<file path="src/msc_map.svh">
// Constants for the mute sequence controller: register offsets, fields, resets, timing.
// Assumes a 40 MHz system clock and byte addresses on an 8-bit register port.
`ifndef MSC_MAP_SVH
`define MSC_MAP_SVH

// Register offsets.
`define MSC_REG_CTRL 8'h00
`define MSC_REG_WINDOW 8'h04
`define MSC_REG_LIMIT 8'h08
`define MSC_REG_STATUS 8'h0c

// Control register fields.
`define MSC_CTRL_PAIR1 0
`define MSC_CTRL_PAIR2 1
`define MSC_CTRL_PARTIAL 2
`define MSC_CTRL_PSEL 3
`define MSC_CTRL_LAMP1 4
`define MSC_CTRL_LAMP2 5
`define MSC_CTRL_OVR 6
`define MSC_CTRL_W 7
`define MSC_CTRL_RST 7'h00

// Window register holds seconds minus one; limit register holds minutes.
`define MSC_WIN_W 4
`define MSC_WIN_RST 4'h3
`define MSC_LIMIT_W 11
`define MSC_LIMIT_RST 11'h00a
`define MSC_LIMIT_MIN 11'h00a
`define MSC_LIMIT_MAX 11'h438

// Status register fields.
`define MSC_ST_MUTED 0
`define MSC_ST_FAULT 1
`define MSC_ST_OVR 2
`define MSC_ST_STATE 4
`define MSC_ST_SENS 8

// Timing.
`define MSC_CLK_PERIOD_NS 25
`define MSC_HALF_SEC_NS 500000000
`define MSC_HALF_SEC_CYC (`MSC_HALF_SEC_NS / `MSC_CLK_PERIOD_NS)
`define MSC_HALF_PER_MIN 120

`endif

</file>
<file path="src/msc_pkg.sv">
// Types shared by the mute sequence controller files.
// Assumes nothing beyond the constants header.
package msc_pkg;
	typedef enum logic [3:0] {
		st_idle = 4'h1,
		st_wait2 = 4'h2,
		st_muted = 4'h4,
		st_block = 4'h8
	} msc_state_t;
	typedef logic [1:0] msc_zone_t;
endpackage

</file>
<file path="src/msc_tick_if.sv">
// Time base ticks passed from the timebase to the mute controller.
// Assumes both ends run on the same clock.
`timescale 1ns/1ps
interface msc_tick_if;
	logic restart;
	logic half_tick;
	logic sec_tick;
	logic min_tick;
	modport timer (input restart, output half_tick, sec_tick, min_tick);
	modport user (output restart, input half_tick, sec_tick, min_tick);
endinterface

</file>
<file path="src/msc_timebase.sv">
// Restartable half-second, second and minute tick generator.
// Assumes one clock; HALF_SEC_CYC is at least 2.
`timescale 1ns/1ps
`include "msc_map.svh"
module msc_timebase #(
	parameter int HALF_SEC_CYC = `MSC_HALF_SEC_CYC
) (
	// Clock and reset.
	input wire logic clk_i,
	input wire logic rst_i,
	// Ticks.
	msc_tick_if.timer tick
);
	localparam int HW = $clog2(HALF_SEC_CYC);
	logic [HW-1:0] half_cnt;
	logic half_in_sec;
	logic [6:0] half_in_min;
	logic wrap;

	assign wrap = (half_cnt == HW'(HALF_SEC_CYC - 1));

	////////////////////////////////////////////////////////////////////////////
	// A restart realigns every tick so a timed interval starts at a full period.
	always_ff @(posedge clk_i or posedge rst_i) begin
		if (rst_i) begin
			half_cnt <= '0;
		end else if (tick.restart || wrap) begin
			half_cnt <= '0;
		end else begin
			half_cnt <= half_cnt + HW'(1);
		end
	end

	always_ff @(posedge clk_i or posedge rst_i) begin
		if (rst_i) begin
			half_in_sec <= 1'b0;
			half_in_min <= 7'h00;
		end else if (tick.restart) begin
			half_in_sec <= 1'b0;
			half_in_min <= 7'h00;
		end else if (wrap) begin
			half_in_sec <= ~half_in_sec;
			half_in_min <= (half_in_min == 7'(`MSC_HALF_PER_MIN - 1)) ? 7'h00 : half_in_min + 7'h01;
		end
	end

	always_ff @(posedge clk_i or posedge rst_i) begin
		if (rst_i) begin
			tick.half_tick <= 1'b0;
			tick.sec_tick <= 1'b0;
			tick.min_tick <= 1'b0;
		end else begin
			tick.half_tick <= wrap && !tick.restart;
			tick.sec_tick <= wrap && half_in_sec && !tick.restart;
			tick.min_tick <= wrap && !tick.restart && (half_in_min == 7'(`MSC_HALF_PER_MIN - 1));
		end
	end
endmodule

</file>
<file path="src/msc_mute_ctrl.sv">
// Mute sequence controller: two-sensor simultaneity check, permit gating, mute timer.
// Assumes pins are asynchronous to clk_i and software uses the plain register port.
// Operation
// - Only zones of safety output pairs 1 and 2 may be muted; pair 3 never.
// - Configuration selects total or partial zone muting.
// - Both sensors must activate within a 1 to 16 second window, default 4.
// - Either sensor may activate first.
// - Activations in the same instant never start a mute.
// - Second activation after the window has elapsed starts no mute.
// - Zone set is frozen while muted; a change attempt raises the fault.
// - No mute at power up; only a fresh sensor sequence starts one.
// - The permit function is assigned to permit input 1 or 2.
// - A mute may start only while the assigned permit input is high.
// - A low or open permit input blocks muting.
// - Enabled mute lamps toggle on and off while muted.
// - Maximum mute time is 10 to 1080 minutes in one-minute steps.
// - The mute timer starts when the second sensor meets the window.
// - Timer expiry ends the mute whatever the sensors show.
// - A limit of zero minutes disables the timer.
// - After a timed-out mute an override stays permitted if configured.
// - The mute time limit defaults to 10 minutes.
`timescale 1ns/1ps
`include "msc_map.svh"
module msc_mute_ctrl #(
	parameter int HALF_SEC_CYC = `MSC_HALF_SEC_CYC
) (
	// Clock and reset.
	input wire logic clk_i,
	input wire logic rst_i,
	// Sensor, permit and zone set pins.
	input wire logic mute1_i,
	input wire logic mute2_i,
	input wire logic mute_permit_input1_i,
	input wire logic mute_permit_input2_i,
	input wire msc_pkg::msc_zone_t zone_sel1_i,
	input wire msc_pkg::msc_zone_t zone_sel2_i,
	// Register port.
	input wire logic [7:0] addr_i,
	input wire logic [31:0] wdata_i,
	input wire logic wr_i,
	input wire logic rd_i,
	output logic [31:0] rdata_o,
	// Mute results.
	output logic mute_pair1_o,
	output logic mute_pair2_o,
	output logic mute_partial_o,
	output msc_pkg::msc_zone_t zone_set_pair1_o,
	output msc_pkg::msc_zone_t zone_set_pair2_o,
	output logic lamp1_o,
	output logic lamp2_o,
	output logic mute_zone_change_fault_o,
	output logic override_permit_o
);
	import msc_pkg::*;

	msc_tick_if tick ();
	msc_state_t state;
	msc_state_t next_state;
	logic [7:0] pin_raw;
	logic [7:0] pin_s1;
	logic [7:0] pin_s2;
	logic m1;
	logic m2;
	logic permit_act;
	msc_zone_t zs1;
	msc_zone_t zs2;
	logic [`MSC_CTRL_W-1:0] ctrl;
	logic [`MSC_WIN_W-1:0] win;
	logic [`MSC_LIMIT_W-1:0] limit;
	logic [4:0] win_cnt;
	logic [4:0] win_secs;
	logic [`MSC_LIMIT_W-1:0] min_cnt;
	logic win_over;
	logic expire;
	logic blink;
	logic any_pair;

	msc_timebase #(
		.HALF_SEC_CYC(HALF_SEC_CYC)
	) u_timebase (
		.clk_i(clk_i),
		.rst_i(rst_i),
		.tick(tick.timer)
	);

	////////////////////////////////////////////////////////////////////////////
	// Every pin passes two flip-flops; the first stage feeds only the second.
	assign pin_raw = {zone_sel2_i, zone_sel1_i, mute_permit_input2_i, mute_permit_input1_i,
		mute2_i, mute1_i};
	generate
		for (genvar g = 0; g < 8; g++) begin : g_sync
			always_ff @(posedge clk_i or posedge rst_i) begin
				if (rst_i) begin
					pin_s1[g] <= 1'b0;
					pin_s2[g] <= 1'b0;
				end else begin
					pin_s1[g] <= pin_raw[g];
					pin_s2[g] <= pin_s1[g];
				end
			end
		end
	endgenerate

	assign m1 = pin_s2[0];
	assign m2 = pin_s2[1];
	assign zs1 = pin_s2[5:4];
	assign zs2 = pin_s2[7:6];
	// An open pin reads low, so it never permits.
	assign permit_act = ctrl[`MSC_CTRL_PSEL] ? pin_s2[3] : pin_s2[2];
	assign any_pair = ctrl[`MSC_CTRL_PAIR1] || ctrl[`MSC_CTRL_PAIR2];

	////////////////////////////////////////////////////////////////////////////
	// Registers.
	always_ff @(posedge clk_i or posedge rst_i) begin
		if (rst_i) begin
			ctrl <= `MSC_CTRL_RST;
			win <= `MSC_WIN_RST;
			limit <= `MSC_LIMIT_RST;
		end else if (wr_i) begin
			case (addr_i)
				`MSC_REG_CTRL: begin
					ctrl <= wdata_i[`MSC_CTRL_W-1:0];
				end
				`MSC_REG_WINDOW: begin
					win <= wdata_i[`MSC_WIN_W-1:0];
				end
				`MSC_REG_LIMIT: begin
					if (wdata_i[31:`MSC_LIMIT_W] == '0 && (wdata_i[`MSC_LIMIT_W-1:0] == '0 ||
						(wdata_i[`MSC_LIMIT_W-1:0] >= `MSC_LIMIT_MIN &&
						wdata_i[`MSC_LIMIT_W-1:0] <= `MSC_LIMIT_MAX))) begin
						limit <= wdata_i[`MSC_LIMIT_W-1:0];
					end
				end
				default: begin
				end
			endcase
		end
	end

	always_ff @(posedge clk_i or posedge rst_i) begin
		if (rst_i) begin
			rdata_o <= 32'h0000_0000;
		end else if (rd_i) begin
			case (addr_i)
				`MSC_REG_CTRL: rdata_o <= {25'h0, ctrl};
				`MSC_REG_WINDOW: rdata_o <= {28'h0, win};
				`MSC_REG_LIMIT: rdata_o <= {21'h0, limit};
				`MSC_REG_STATUS: rdata_o <= {22'h0, m2, m1, state, 1'b0, override_permit_o,
					mute_zone_change_fault_o, state == st_muted};
				default: rdata_o <= 32'h0000_0000;
			endcase
		end else begin
			rdata_o <= 32'h0000_0000;
		end
	end

	////////////////////////////////////////////////////////////////////////////
	// Sequence timing.
	assign win_secs = 5'(win) + 5'h01;
	assign win_over = (win_cnt >= win_secs);
	assign expire = (state == st_muted) && (limit != '0) && (min_cnt >= limit);

	// Restart realigns the timebase exactly on the edge that opens an interval.
	// Timer starts at second activation.
	assign tick.restart = ((state == st_idle) && (next_state == st_wait2)) ||
		((state != st_muted) && (next_state == st_muted));

	always_ff @(posedge clk_i or posedge rst_i) begin
		if (rst_i) begin
			win_cnt <= 5'h00;
		end else if (state != st_wait2 || tick.restart) begin
			win_cnt <= 5'h00;
		end else if (tick.sec_tick && !win_over) begin
			win_cnt <= win_cnt + 5'h01;
		end
	end

	always_ff @(posedge clk_i or posedge rst_i) begin
		if (rst_i) begin
			min_cnt <= '0;
		end else if (state != st_muted) begin
			min_cnt <= '0;
		end else if (tick.min_tick && min_cnt != '1) begin
			min_cnt <= min_cnt + `MSC_LIMIT_W'(1);
		end
	end

	////////////////////////////////////////////////////////////////////////////
	// Sequence state machine.
	always_comb begin
		next_state = state;
		case (state)
			st_idle: begin
				if (m1 && m2) begin
					next_state = st_block;
				end else if (m1 || m2) begin
					next_state = st_wait2;
				end
			end
			st_wait2: begin
				if (!m1 && !m2) begin
					next_state = st_idle;
				end else if (m1 && m2) begin
					next_state = (!win_over && permit_act && any_pair) ? st_muted : st_block;
				end else if (win_over) begin
					next_state = st_block;
				end
			end
			st_muted: begin
				if (!m1 || !m2 || expire || !permit_act) begin
					next_state = st_block;
				end
			end
			st_block: begin
				if (!m1 && !m2) begin
					next_state = st_idle;
				end
			end
			default: begin
				next_state = st_block;
			end
		endcase
	end

	// Reset lands in the blocked state, so sensors already active never mute.
	always_ff @(posedge clk_i or posedge rst_i) begin
		if (rst_i) begin
			state <= st_block;
		end else begin
			state <= next_state;
		end
	end

	////////////////////////////////////////////////////////////////////////////
	// Mute outputs.
	always_ff @(posedge clk_i or posedge rst_i) begin
		if (rst_i) begin
			mute_pair1_o <= 1'b0;
			mute_pair2_o <= 1'b0;
			mute_partial_o <= 1'b0;
		end else begin
			mute_pair1_o <= (next_state == st_muted) && ctrl[`MSC_CTRL_PAIR1];
			mute_pair2_o <= (next_state == st_muted) && ctrl[`MSC_CTRL_PAIR2];
			mute_partial_o <= (next_state == st_muted) && any_pair && ctrl[`MSC_CTRL_PARTIAL];
		end
	end

	always_ff @(posedge clk_i or posedge rst_i) begin
		if (rst_i) begin
			zone_set_pair1_o <= 2'h0;
			zone_set_pair2_o <= 2'h0;
		end else begin
			if (!mute_pair1_o) begin
				zone_set_pair1_o <= zs1;
			end
			if (!mute_pair2_o) begin
				zone_set_pair2_o <= zs2;
			end
		end
	end

	// Fault on change attempt; a new attempt wins over a software clear.
	always_ff @(posedge clk_i or posedge rst_i) begin
		if (rst_i) begin
			mute_zone_change_fault_o <= 1'b0;
		end else if ((mute_pair1_o && zs1 != zone_set_pair1_o) ||
			(mute_pair2_o && zs2 != zone_set_pair2_o)) begin
			mute_zone_change_fault_o <= 1'b1;
		end else if (wr_i && addr_i == `MSC_REG_STATUS && wdata_i[`MSC_ST_FAULT]) begin
			mute_zone_change_fault_o <= 1'b0;
		end
	end

	always_ff @(posedge clk_i or posedge rst_i) begin
		if (rst_i) begin
			override_permit_o <= 1'b0;
		end else if (expire && ctrl[`MSC_CTRL_OVR]) begin
			override_permit_o <= 1'b1;
		end else if (state == st_idle) begin
			override_permit_o <= 1'b0;
		end
	end

	always_ff @(posedge clk_i or posedge rst_i) begin
		if (rst_i) begin
			blink <= 1'b0;
			lamp1_o <= 1'b0;
			lamp2_o <= 1'b0;
		end else begin
			blink <= (state != st_muted) ? 1'b1 : (tick.half_tick ? ~blink : blink);
			lamp1_o <= (state == st_muted) && ctrl[`MSC_CTRL_LAMP1] && blink;
			lamp2_o <= (state == st_muted) && ctrl[`MSC_CTRL_LAMP2] && blink;
		end
	end
endmodule

</file>
<file path="config.mk">
export PLATFORM = sky130hd
export DESIGN_NAME = msc_mute_ctrl
export DESIGN_NICKNAME = d
export VERILOG_FILES = /design/src/msc_pkg.sv /design/src/msc_tick_if.sv /design/src/msc_timebase.sv /design/src/msc_mute_ctrl.sv
export VERILOG_INCLUDE_DIRS = /design/src
export SDC_FILE = /design/constraint.sdc
export NUM_CORES = 1
export LEC_CHECK = 0
export BUFFER_PORTS_ARGS = -buffer_cell sky130_fd_sc_hd__buf_4
export CAP_MARGIN = 20
export CORE_UTILIZATION = 35
export CTS_CLUSTER_DIAMETER = 150
export CTS_CLUSTER_SIZE = 16
export DETAILED_ROUTE_END_ITERATION = 16
export MAX_ROUTING_LAYER = met4
export PLACE_DENSITY = 0.54
export SYNTH_ARGS = -nofsm -noshare
export SYNTH_HDL_FRONTEND = slang
export SYNTH_SLANG_ARGS = --single-unit
</file>
<file path="constraint.sdc">
create_clock -name clk_i -period 5.15 [get_ports clk_i]
set_clock_uncertainty 0.1 [all_clocks]
set_input_delay 1.03 -clock clk_i [delete_from_list [all_inputs] [get_ports clk_i]]
set_output_delay 1.03 -clock clk_i [all_outputs]
set_load 0.005 [all_outputs]
</file>
Word-level counts from Yosys, hierarchy flattened
Index checks and enable logic that the tools add are counted.
{"block": "word_totals", "regBits": 138, "input_bits": 52, "output_inout_bits": 43, "word_cells": 151}
{"block": "op_classes", "add_sub_neg": 5, "order_cmp": 4, "n_eq_ne": 16, "n_mux": 28, "n_bitwise": 2, "n_reduce_logical": 57}
{"op": "$pmux W11 S4", "count": 1}
{"op": "$mux W32", "count": 1}
{"op": "$mux W4", "count": 8}
{"op": "$logic_and A1 B1 Y1", "count": 29}
{"op": "$add A25 B1 Y25 const B", "count": 1}
{"op": "$eq A25 B25 Y1 const B", "count": 1}
{"op": "$mux W25", "count": 1}
{"op": "$mux W11", "count": 2}
{"op": "$logic_not A21 Y1", "count": 1}
{"op": "$mux W7", "count": 3}
{"op": "$eq A8 B4 Y1 const B", "count": 2}
{"op": "$pmux W4 S4", "count": 1}
{"op": "$reduce_bool A2 Y1", "count": 6}
{"op": "$add A11 B1 Y11 const B", "count": 1}
{"op": "$ge A11 B11 Y1", "count": 1}
{"op": "$ge A11 B4 Y1 const B", "count": 1}
{"op": "$le A11 B11 Y1 const B", "count": 1}
{"op": "$logic_not A11 Y1", "count": 1}
{"op": "$ne A11 B11 Y1 const B", "count": 1}
{"op": "$reduce_bool A11 Y1", "count": 1}
{"op": "$logic_or A1 B1 Y1", "count": 10}
{"op": "$mux W5", "count": 2}
{"op": "$mux W1", "count": 9}
{"op": "$eq A4 B2 Y1 const B", "count": 2}
{"op": "other kinds (17)", "count": 25}

Depth between registers and ports, before layout
Gate-level depths: netlist of run 1.
{"block": "logic_depth", "ltp_word": 15, "depth_mapped": 9}

Cells and area by module
A second synthesis of run 1 with hierarchy kept.
{"block": "unflattened", "hier_cells": 574, "hier_area_um2": 6054.6}
{"mod": "msc_mute_ctrl", "n_inst": 1, "cells_each": 381, "area_each_um2": 4209.0, "seq_area_each_um2": 2033.2}
{"mod": "msc_timebase", "n_inst": 1, "cells_each": 193, "area_each_um2": 1845.5, "seq_area_each_um2": 900.9}

Least setup slack after synthesis of run 1
Ideal clock, no wire load.
{"block": "synth_timing", "kind": "input port to flip-flop", "startpoint": "input wdata_i[12]", "endpoint": "register limit[0]", "t_arrival_ns": 2.475, "t_required_ns": 4.925, "path_slack_ns": 2.450, "stages": 6, "cell_sequence": "nor4b_1 -> and4_1 -> o2111ai_1 -> nor4_1 -> buf_2 -> mux2_2"}
{"block": "synth_via", "elab_chain_len": 3}
{"item": "start: declaration", "line": "msc_mute_ctrl.sv:39", "text": "input wire logic [31:0] wdata_i,"}
{"item": "$logic_not A21 Y1", "line": "msc_mute_ctrl.sv:128", "text": "if (wdata_i[31:`MSC_LIMIT_W] == '0 && (wdata_i[`MSC_LIMIT_W-1:0] == '0 ||"}
{"item": "$logic_and A1 B1 Y1", "line": "msc_mute_ctrl.sv:128"}
{"item": "$reduce_and A3 Y1 (no source line)"}
{"item": "end signal: assignment", "line": "msc_mute_ctrl.sv:118", "text": "limit <= `MSC_LIMIT_RST;"}
{"item": "end signal: assignment", "line": "msc_mute_ctrl.sv:131", "text": "limit <= wdata_i[`MSC_LIMIT_W-1:0];"}
{"item": "end: declaration", "line": "msc_mute_ctrl.sv:69", "text": "logic [`MSC_LIMIT_W-1:0] limit;"}
No other way between the ends.
A chain may end at the register's enable or synchronous reset.

Final worst setup path of run 1
{"block": "layout_timing", "startpoint": "register win[1]", "endpoint": "register u_timebase.half_cnt[5]"}
{"block": "layout_via", "elab_chain_len": 14, "word_cells_on_any_way": 17}
{"item": "start: declaration", "line": "msc_mute_ctrl.sv:68", "text": "logic [`MSC_WIN_W-1:0] win;"}
{"item": "start signal: assignment", "line": "msc_mute_ctrl.sv:117", "text": "win <= `MSC_WIN_RST;"}
{"item": "start signal: assignment", "line": "msc_mute_ctrl.sv:125", "text": "win <= wdata_i[`MSC_WIN_W-1:0];"}
{"item": "$add A4 B1 Y5 *", "line": "msc_mute_ctrl.sv:159", "text": "assign win_secs = 5'(win) + 5'h01;"}
{"item": "$ge A5 B5 Y1 *", "line": "msc_mute_ctrl.sv:160", "text": "assign win_over = (win_cnt >= win_secs);"}
{"item": "$logic_not A1 Y1", "line": "msc_mute_ctrl.sv:204", "text": "next_state = (!win_over && permit_act && any_pair) ? st_muted : st_block;"}
{"item": "$logic_and A1 B1 Y1 (2 in a row)", "line": "msc_mute_ctrl.sv:204"}
{"item": "$mux W4", "line": "msc_mute_ctrl.sv:204"}
{"item": "$mux W4 *", "line": "msc_mute_ctrl.sv:203", "text": "end else if (m1 && m2) begin"}
{"item": "$mux W4 *", "line": "msc_mute_ctrl.sv:201", "text": "if (!m1 && !m2) begin"}
{"item": "$pmux W4 S4 *", "line": "msc_mute_ctrl.sv:192", "text": "case (state)"}
{"item": "$eq A4 B2 Y1 / $eq A4 B3 Y1 (equally long branches)", "line": "msc_mute_ctrl.sv:165, msc_mute_ctrl.sv:166"}
{"item": "$logic_and A1 B1 Y1 (on tied branches)", "line": "msc_mute_ctrl.sv:165, msc_mute_ctrl.sv:166"}
{"item": "$logic_or A1 B1 Y1 *", "line": "msc_mute_ctrl.sv:165", "text": "assign tick.restart = ((state == st_idle) && (next_state == st_wait2)) ||"}
{"item": "$logic_or A1 B1 Y1 *", "line": "msc_timebase.sv:27", "text": "end else if (tick.restart || wrap) begin"}
{"item": "$mux W25 *", "line": "msc_timebase.sv:27"}
{"item": "end signal: assignment", "line": "msc_timebase.sv:30", "text": "half_cnt <= half_cnt + HW'(1);"}
{"item": "end: declaration", "line": "msc_timebase.sv:15", "text": "logic [HW-1:0] half_cnt;"}
Every way passes the cells marked *; elsewhere a longest branch is shown, timed or not.

==> impl_metrics.toml, run 1 <==
[status]
status = "finished, final reports clean"

[detailed_routing]
firstDrtPassIters = 4
via_per_inst = 4.90
drc_errors = 0
num_vias = 4318
ant_nets = 0
wl_per_cell_um = 14.5
first_iter_violations = 191
wirelength_um = 12800

[setup_path]
cp_num_buf_inv = 1
r2r_end = "u_timebase.half_cnt[5]$_DFF_PP0_"
r2r-start = "win[1]$_DFFE_PP1P_"
crit_family = "compound AO/OA/AOI/OAI gates"
reg2reg_depth = 9
crit_slowest_cell = "dfstp_2"
cp-startpoint = "win[1]$_DFFE_PP1P_"
worstPathRequired_ps = 5350
r2r_setup_slack_ps = 2350
slowest_delay_ps = 570
cp-end-kind = "register"
crit_fanout = 8
critical_path.cell_chain = "ha_1, xnor2_1, ha_1, a21oi_1, o21a_1, o211ai_1, o211ai_1, buf_4, nor2_1"
path_class = "reg -> reg"
worstSetupStartpointType = "register"
crit_cells = 9
critPathArrivalTime_ps = 3010

[synthesis]
ys.flop_type = "dfrtp_1"
syn_inst = 567
ys_ff_latch = 117
synth_edf_count = 0
synthTopCellsByCount = "112 x dfrtp_1, 69 x nor2_1, 32 x nand2_1"
ys_types = 59
synth_area_leaders = "dfrtp_1 48%, mux2_2 4.8%, ha_1 4.5%"
ys_async_sr_fraction_pct = 100
post_synth.cell_area_avg_um2 = 10.4
yosysSeqAreaShare_pct = 49.8
synth_most_common_cell = "dfrtp_1"
ys_warn_count = 0
synthesis.area_um2 = 5890
synth_top_area_share_pct = 47.6
yosysTopAreaCell = "dfrtp_1"

[timing]
setup_viol = 0
slew_headroom_pct = 42.4
hold_violations = 0
worst_slew_pin_slew_ps = 857
layout_min_cycle_time_ps = 2800
max_freq_ghz = 0.357
maxSlewViolCount = 0
post-route-period-util_pct = 54.4
finalSetupTns_ps = 0
whs_ps = 245
rsz0062_at_grt = "false"

[clocking]
cts_num_sinks = 117
clock_path_buffers = 2
insertion_delay_ps = 420
clockRootBuffer = "clkbuf_16"
clk_pin_slew_ps = 50
cts-resized-gates = 0
cts_tree = "yes"
postCtsSetupBuffers = 0
numCtsBuffers = 17
cts.htree.levels = 4
cts_hold_buffers = 0

[global_routing]
grt_max_degree = 79
grt_overflow_total = 0
grt_usage_pct = 16.4
grt_pass1_wl_um = 21800
antenna_found_initial = 0
grt_pass1_vias = 4201

[place]
dp_hpwl_um = 9320
placedCellCount = 849
gp_congestion = 0.808
portBuffers = 73

[finish]
drive_gt1_share_pct = 23.4
nets = 722
fin_cells = 882
area_delta_synth_final_pct = 22.6
diodes = 0
fill_cells = 1563

[die]
die_h_um = 132
rows = 47
core_region_area_um2 = 16500
ios = 95
start_util_pct = 35.6
die_area_um2 = 17300
die_w_um = 132

[pwr]
total_power_uw = 2330
ir_worst_vdd_uv = 236
p_sw_uw = 539
pwr-share-seq_pct = 43.2
power.share.clock_pct = 49.3
p_int_uw = 1790
p_leak_uw = 0.00320
power.share.combinational_pct = 7.5
p_sw_share_pct = 23.1
powerDensity_nw_per_um2 = 323

[worst_hold_path]
min_path_type = "reg -> reg"
worstHoldStart = "pin_s1[4]$_DFF_PP0_"
hold_depth = 0
holdPathEnd = "pin_s2[4]$_DFF_PP0_"

[job]
maxCapViolations = 0
registers in the layout, indices dropped and copies added, names as in the netlist, 4 cells and up:
signal / flops
pin_s1: 8
pin_s2: 6
state: 4
u_timebase.half_in_min: 7
rdata_o: 11
win_cnt: 5
win: 4
u_timebase.half_cnt: 25
limit: 11
min_cnt: 11
ctrl: 7
power by group through the flow:
stage | registers, uW | clock network [uW] | logic, uW
3_5_place_dp | 1020 | 0 | 175
4_1_cts | 1010 | 1170 | 175
3_3_place_gp | 1020 | 0 | 169
5_1_grt | 1010 | 1210 | 202
6_report | 1010 | 1150 | 174
2_1_floorplan | 1010 | 0 | 127
worst register-to-register path: cells and delay by family (launching register included):
family                   cells  cell delay (ps)
XOR/XNOR                     1              130
buffers and inverters        1              280
flip-flops                   1              570
AND/OR/NAND/NOR              1               60
AO/OA/AOI/OAI                4             1100
adder cells (fa/ha/maj)      2              450
how the worst max path moves through the flow:
stage,to
2_1_floorplan,blink$_DFFE_PP0P_
3_3_place_gp,u_timebase.half_cnt[20]$_DFF_PP0_
3_5_place_dp,limit[8]$_DFFE_PP0P_
4_1_cts,u_timebase.half_cnt[5]$_DFF_PP0_
5_1_grt,u_timebase.half_cnt[5]$_DFF_PP0_
6_report,u_timebase.half_cnt[5]$_DFF_PP0_
layout make-up:
type                            count  area (um2)  share of cell area, %
Clock buffer                       22         474                   6.57
Sequential cell                   117        2930                   40.6
Multi-Input combinational cell    407        2710                   37.6
Inverter                           27         104                   1.44
Clock inverter                     10         105                   1.46
Tap cell                          220         275                   3.81
Timing Repair Buffer               79         613                   8.49
kinds of logic (layout without fill, tap and decap cells):
logic type | count (synthesis) | in the layout | synth area share, %
compound gates | 75 | 75 | 8.05
xor+xnor | 41 | 41 | 6.10
fa+ha+maj | 21 | 21 | 4.46
buf+inv | 63 | 138 | 5.48
flops | 117 | 117 | 49.8
mux | 39 | 39 | 7.80
other cells | 1 | 21 | 0.0637
simple gates | 210 | 210 | 18.2
layer usage:
layer	track usage (%)	wire length, um	up-vias
li1	-	-	2130
met1	21.6	6210	2071
met2	24.1	5850	103
met3	4.67	591	14
met4	5.94	170	0
met5	-	0	-
cell usage in the layout (no fill, tap or decap), types with 3 or more instances in the layout:
cell type  count
nor3_1        11
nand3_1       26
xnor2_1       24
inv_1         26
nor4b_1        5
xor2_1        17
nor2_1        69
clkbuf_16     17
or2_2          3
clkinv_2       6
or4_1          3
dfstp_2        5
mux2_2        25
a21oi_1       23
nor2b_1        9
nand2_1       32
ha_1          21
buf_4         78
dfrtp_1      112
nand4_1       10
a21boi_0       3
and3_1         9
conb_1        21
nor4_1        11
mux4_2         3
o21ai_0       20
mux2i_1       11
or3_1          8
a31oi_1        6
clkbuf_8       3
through the flow:
stage | cell area, um2 | utilization (%) | setup slack (ps)
global placement | 6600 | 40.0 | 2160
floorplan | 5960 | - | 928
CTS | 7190 | 43.5 | 2350
detailed placement | 6610 | 40.0 | 2210
global route | 7220 | 43.7 | 2210
finish | 7220 | 43.7 | 2350
(Power assumes the default switching activity.)
==> run 2: changes to the inputs <==
--- a/config.mk
+++ b/config.mk
@@ -13,7 +13,7 @@
 export CTS_CLUSTER_SIZE = 16
 export DETAILED_ROUTE_END_ITERATION = 16
 export MAX_ROUTING_LAYER = met4
-export PLACE_DENSITY = 0.54
+export PLACE_DENSITY = 0.56
 export SYNTH_ARGS = -nofsm -noshare
 export SYNTH_HDL_FRONTEND = slang
 export SYNTH_SLANG_ARGS = --single-unit
==> constraint.sdc (replaced) <==
create_clock -name clk_i -period 2.5 [get_ports clk_i]
set_clock_uncertainty 0.1 [all_clocks]
set_input_delay 0.5 -clock clk_i [delete_from_list [all_inputs] [get_ports clk_i]]
set_output_delay 0.5 -clock clk_i [all_outputs]
set_load 0.005 [all_outputs]
==> impl_metrics.toml, run 2 (synthesized netlist as in run 1, its figures left out) <==
[finish]
fin_cells = 893
diodes = 0
nets = 733
drive_gt1_share_pct = 26.2
largest_reg_flops = 25
final_common_cell = "dfrtp_1"
area_delta_synth_final_pct = 25.3
top_register = "u_timebase.half_cnt"
layout_common_cells = "112 x dfrtp_1, 87 x buf_4, 65 x nor2_1, 32 x nand2_1"

[global_routing]
grt_pass1_wl_um = 22100
antenna_found_initial = 0
grt_usage_pct = 16.8
grt_overflow_total = 0
grt_max_degree = 118
grt_pass1_vias = 4401

[worst_hold_path]
min_path_type = "in -> reg"
worstHoldStart = "zone_sel1_i[1]"
holdPathEnd = "pin_s1[5]$_DFF_PP0_"
hold_depth = 1

[detailed_routing]
num_vias = 4404
via_per_inst = 4.93
firstDrtPassIters = 4
ant_nets = 0
wirelength_um = 13000
drc_errors = 0
first_iter_violations = 300
wl_per_cell_um = 14.6

[clocking]
cts_tree = "yes"
clockRootBuffer = "clkbuf_16"
insertion_delay_ps = 420
numCtsBuffers = 17
cts.htree.levels = 4
cts_num_sinks = 117
clock_path_buffers = 2
cts_hold_buffers = 0
clk_pin_slew_ps = 60

[timing]
maxSlewViolCount = 0
worst_slew_pin_slew_ps = 626
max_freq_ghz = 0.422
whs_ps = 90.6
setup_viol = 0
layout_min_cycle_time_ps = 2370
slew_headroom_pct = 58.3
hold_violations = 0
finalSetupTns_ps = 0
post-route-period-util_pct = 94.8
rsz0062_at_grt = "true"

[setup_path]
crit_family = "compound AO/OA/AOI/OAI gates"
r2r_end = "win_cnt[1]$_DFFE_PP0P_"
cp-end-kind = "register"
r2r-start = "win[0]$_DFFE_PP1P_"
critPathArrivalTime_ps = 2620
critical_path.cell_chain = "ha_4, xnor2_2, ha_1, nand2_1, o21a_1, o211ai_1, buf_4, o21ai_1, buf_4, a21oi_2"
reg2reg_depth = 10
slowest_delay_ps = 580
cpMostUsedCell = "buf_4"
path_class = "reg -> reg"
worstPathRequired_ps = 2750
crit_fanout = 5
r2r_setup_slack_ps = 130
worstSetupStartpointType = "register"
crit_slowest_cell = "dfstp_2"
cp_num_buf_inv = 2

[place]
gp_congestion = 0.839
portBuffers = 73
dp_hpwl_um = 9270
placedCellCount = 861

[job]
maxCapViolations = 0

[die]
ios = 95
die_h_um = 132
rows = 47
die_area_um2 = 17300
start_util_pct = 35.6
die_w_um = 132
core_region_area_um2 = 16500

[pwr]
p_leak_uw = 0.00326
ir_worst_vdd_uv = 470
powerDensity_nw_per_um2 = 664

[status]
status = "finished, final reports clean"
==> run 2: cell types whose count changed in the layout (fill, tap and decap cells not counted), moves of 3 or more <==
cell | previous run | this run
nor2_2 | 0 | 4
nor2_1 | 69 | 65
buf_4 | 78 | 87
clkbuf_8 | 3 | 6
==> run 2: what timing repair did <==
action | in CTS | in global routing
resized for setup | 0 | 14
endpoints found under the setup margin | 0 | 44
endpoints found under the hold margin | 0 | 0
buffers inserted | 0 | 0
==> run 2: final cells by class <==
cell class / count / area [um2]
tap: 220 / 275
timing repair buffer: 90 / 704
multi-input combinational: 407 / 2750
inverter: 27 / 105
clock inverter: 8 / 95.1
sequential: 117 / 2930
clock buffer: 24 / 512
fill: 1565 / 9150
==> run 2: worst max path at each step <==
stage	startpoint	to	slack, ps	depth (start not counted)
final	win[0]$_DFFE_PP1P_	win_cnt[1]$_DFFE_PP0P_	130	10
after global placement	wdata_i[14]	limit[9]$_DFFE_PP0P_	120	7
after detailed placement	wdata_i[14]	limit[9]$_DFFE_PP0P_	110	7
after CTS	win[0]$_DFFE_PP1P_	mute_pair1_o$_DFF_PP0_	80	9
after global routing	win[0]$_DFFE_PP1P_	win_cnt[1]$_DFFE_PP0P_	-30	10
after floorplan	win[0]$_DFFE_PP1P_	u_timebase.half_cnt[10]$_DFF_PP0_	190	9
==> run 2: power by group <==
part / internal [uW] / switching [uW] / leakage [uW]
sequential: 1980 / 91.5 / 0.00154
combinational: 177 / 190 / 0.00142
clock: 1620 / 840 / 0.000298
==> run 2: through the flow <==
stage	worst slack, ps	util (%)	total power [uW]	area (um2)
6_report	129	44.7	4900	7380
5_1_grt	-25.2	44.7	5110	7380
4_1_cts	82.5	44.4	4960	7330
3_5_place_dp	107	40.7	2470	6730
3_3_place_gp	124	40.7	2450	6730
2_1_floorplan	193	-	2340	5970
==> run 2: per-layer routing <==
layer / share of wire [%] / vias up / GRT usage (%)
met2: 47 / 133 / 24.6
met5: 0 / - / -
met4: 1.3 / 0 / 7.56
li1: - / 2145 / -
met1: 47 / 2113 / 21.5
met3: 5.0 / 13 / 4.55
==> run 3: changes to the inputs <==
==> constraint.sdc (replaced) <==
create_clock -name clk_i -period 2.5 [get_ports clk_i]
set_clock_uncertainty 0.1 [all_clocks]
set_input_delay 0.375 -clock clk_i [delete_from_list [all_inputs] [get_ports clk_i]]
set_output_delay 0.375 -clock clk_i [all_outputs]
set_load 0.005 [all_outputs]
==> impl_metrics.toml, run 3 (synthesized netlist as in run 1, its figures left out) <==
[finish]
final_common_cell = "dfrtp_1"
area_delta_synth_final_pct = 26.8
layout_common_cells = "112 x dfrtp_1, 89 x buf_4, 69 x nor2_1, 32 x nand2_1"
drive_gt1_share_pct = 25.0
multi_input_area_um2 = 2720
nets = 744
fill_cells = 1529
top_register = "u_timebase.half_cnt"
final-seq-area_um2 = 2930
diodes = 0
fin_cells = 904
largest_reg_flops = 25

[setup_path]
critPathArrivalTime_ps = 2590
cp-end-kind = "register"
path_class = "reg -> reg"
worstPathRequired_ps = 2730
worstSetupStartpointType = "register"
slowest_delay_ps = 560
reg2reg_depth = 9
crit_slowest_cell = "dfstp_2"
critical_path.cell_chain = "ha_2, xnor2_1, ha_1, nand2_1, o21a_1, o211ai_1, o21ai_1, buf_12, nor3b_1"
crit_fanout = 23

[die]
die_area_um2 = 17300
core_region_area_um2 = 16500
die_h_um = 132
rows = 47
start_util_pct = 35.6
die_w_um = 132
ios = 95

[timing]
finalSetupTns_ps = 0
rsz0062_at_grt = "true"
max_freq_ghz = 0.422
hold_violations = 0
setup_viol = 0
post-route-period-util_pct = 94.8
maxSlewViolCount = 0
worst_slew_pin_slew_ps = 619
slew_headroom_pct = 58.4
layout_min_cycle_time_ps = 2370

[status]
status = "finished, final reports clean"

[clocking]
cts_tree = "yes"
cts_num_sinks = 117
clock_path_buffers = 2
clk_pin_slew_ps = 50
cts.htree.levels = 4
postCtsSetupBuffers = 0
clockRootBuffer = "clkbuf_16"
numCtsBuffers = 17
insertion_delay_ps = 420

[detailed_routing]
wirelength_um = 13500
first_iter_violations = 218
via_per_inst = 4.96
wl_per_cell_um = 15.0
drc_errors = 0
num_vias = 4481
ant_nets = 0
firstDrtPassIters = 6

[pwr]
p_sw_share_pct = 22.4
ir_worst_vdd_uv = 511
pwr-share-seq_pct = 41.6
powerDensity_nw_per_um2 = 667
p_int_uw = 3860
power.share.clock_pct = 50.8
p_leak_uw = 0.00331
power.share.combinational_pct = 7.6
p_sw_uw = 1120

[global_routing]
grt_max_degree = 60
antenna_found_initial = 0
grt_usage_pct = 17.2
grt_pass1_wl_um = 22700
grt_overflow_total = 0
grt_pass1_vias = 4541

[place]
dp_hpwl_um = 9750
gp_congestion = 0.816
portBuffers = 73
placedCellCount = 863

[worst_hold_path]
hold_depth = 2
min_path_type = "in -> reg"

[job]
maxCapViolations = 0
run 3: changes by cell type in the layout (fill, tap and decap cells not counted), moves of 2 or more:
cell / change
buf_4: +2
dlygate4sd3_1: +9
nor2_1: +4
nor2_2: -4
run 3: final timing paths:
kind                                      from                            endpoint  slack [ps]
setup / recovery            win[0]$_DFFE_PP1P_  u_timebase.tick.min_tick$_DFF_PP0_         130
hold / removal                      wdata_i[8]                limit[8]$_DFFE_PP0P_         110
setup reg to reg            win[0]$_DFFE_PP1P_  u_timebase.tick.min_tick$_DFF_PP0_         130
hold reg to reg            pin_s1[3]$_DFF_PP0_                 pin_s2[3]$_DFF_PP0_         250
max in group asynchronous                rst_i                limit[8]$_DFFE_PP0P_        1270
min in group asynchronous                rst_i              win_cnt[3]$_DFFE_PP0P_         380
run 3: power by group through the flow:
stage                     Sequential (uW)  Combinational (uW)  Clock [uW]
after floorplan                      2070                 262           0
after global placement               2100                 357           0
after detailed placement             2100                 372           0
after CTS                            2070                 387        2580
after global routing                 2080                 434        2670
final                                2070                 378        2530
run 3: worst max-delay path: cells and delay by family (launching register included):
kind                       cells  cell delay [ps]
AOI/OAI and AO/OA              3              570
DFF                            1              560
adders and majority gates      2              500
and+or+nand+nor                2              280
buffers and inverters          1              190
xor gates and xnor gates       1               70
run 3: layout make-up:
cell class                      count  share of cell area, %
Clock buffer                       24                   6.72
Timing Repair Buffer              101                   10.8
Tap cell                          220                   3.69
Inverter                           27                   1.41
Sequential cell                   117                   39.3
Multi-Input combinational cell    407                   36.5
Clock inverter                      8                   1.61
run 3: per-layer routing:
metal	share of wire (%)	vias to the layer above	GRT usage, %
met5	0	-	-
li1	-	2162	-
met1	45	2167	21.2
met3	5.3	24	4.75
met4	1.9	0	6.33
met2	47	128	26.7
run 3: repair_timing:
item,in CTS,in global routing
hold buffers,9,0
setup endpoints to repair,0,44
hold endpoints to repair,19,0
resized for setup,0,5
run 3: stage by stage:
| step | hold slack, ps | setup WS, ps | utilization, % | instance area (um2) | total power, uW |
|---|---|---|---|---|---|
| after detailed placement | 236 | 94.2 | 40.8 | 6740 | 2470 |
| final | 111 | 130 | 45.2 | 7470 | 4980 |
| after CTS | 97.7 | 75.7 | 45.1 | 7450 | 5030 |
| after global placement | 234 | 153 | 40.8 | 6740 | 2450 |
| after global routing | 98.1 | -17.9 | 45.2 | 7470 | 5190 |
| after floorplan | 231 | 193 | - | 5970 | 2340 |
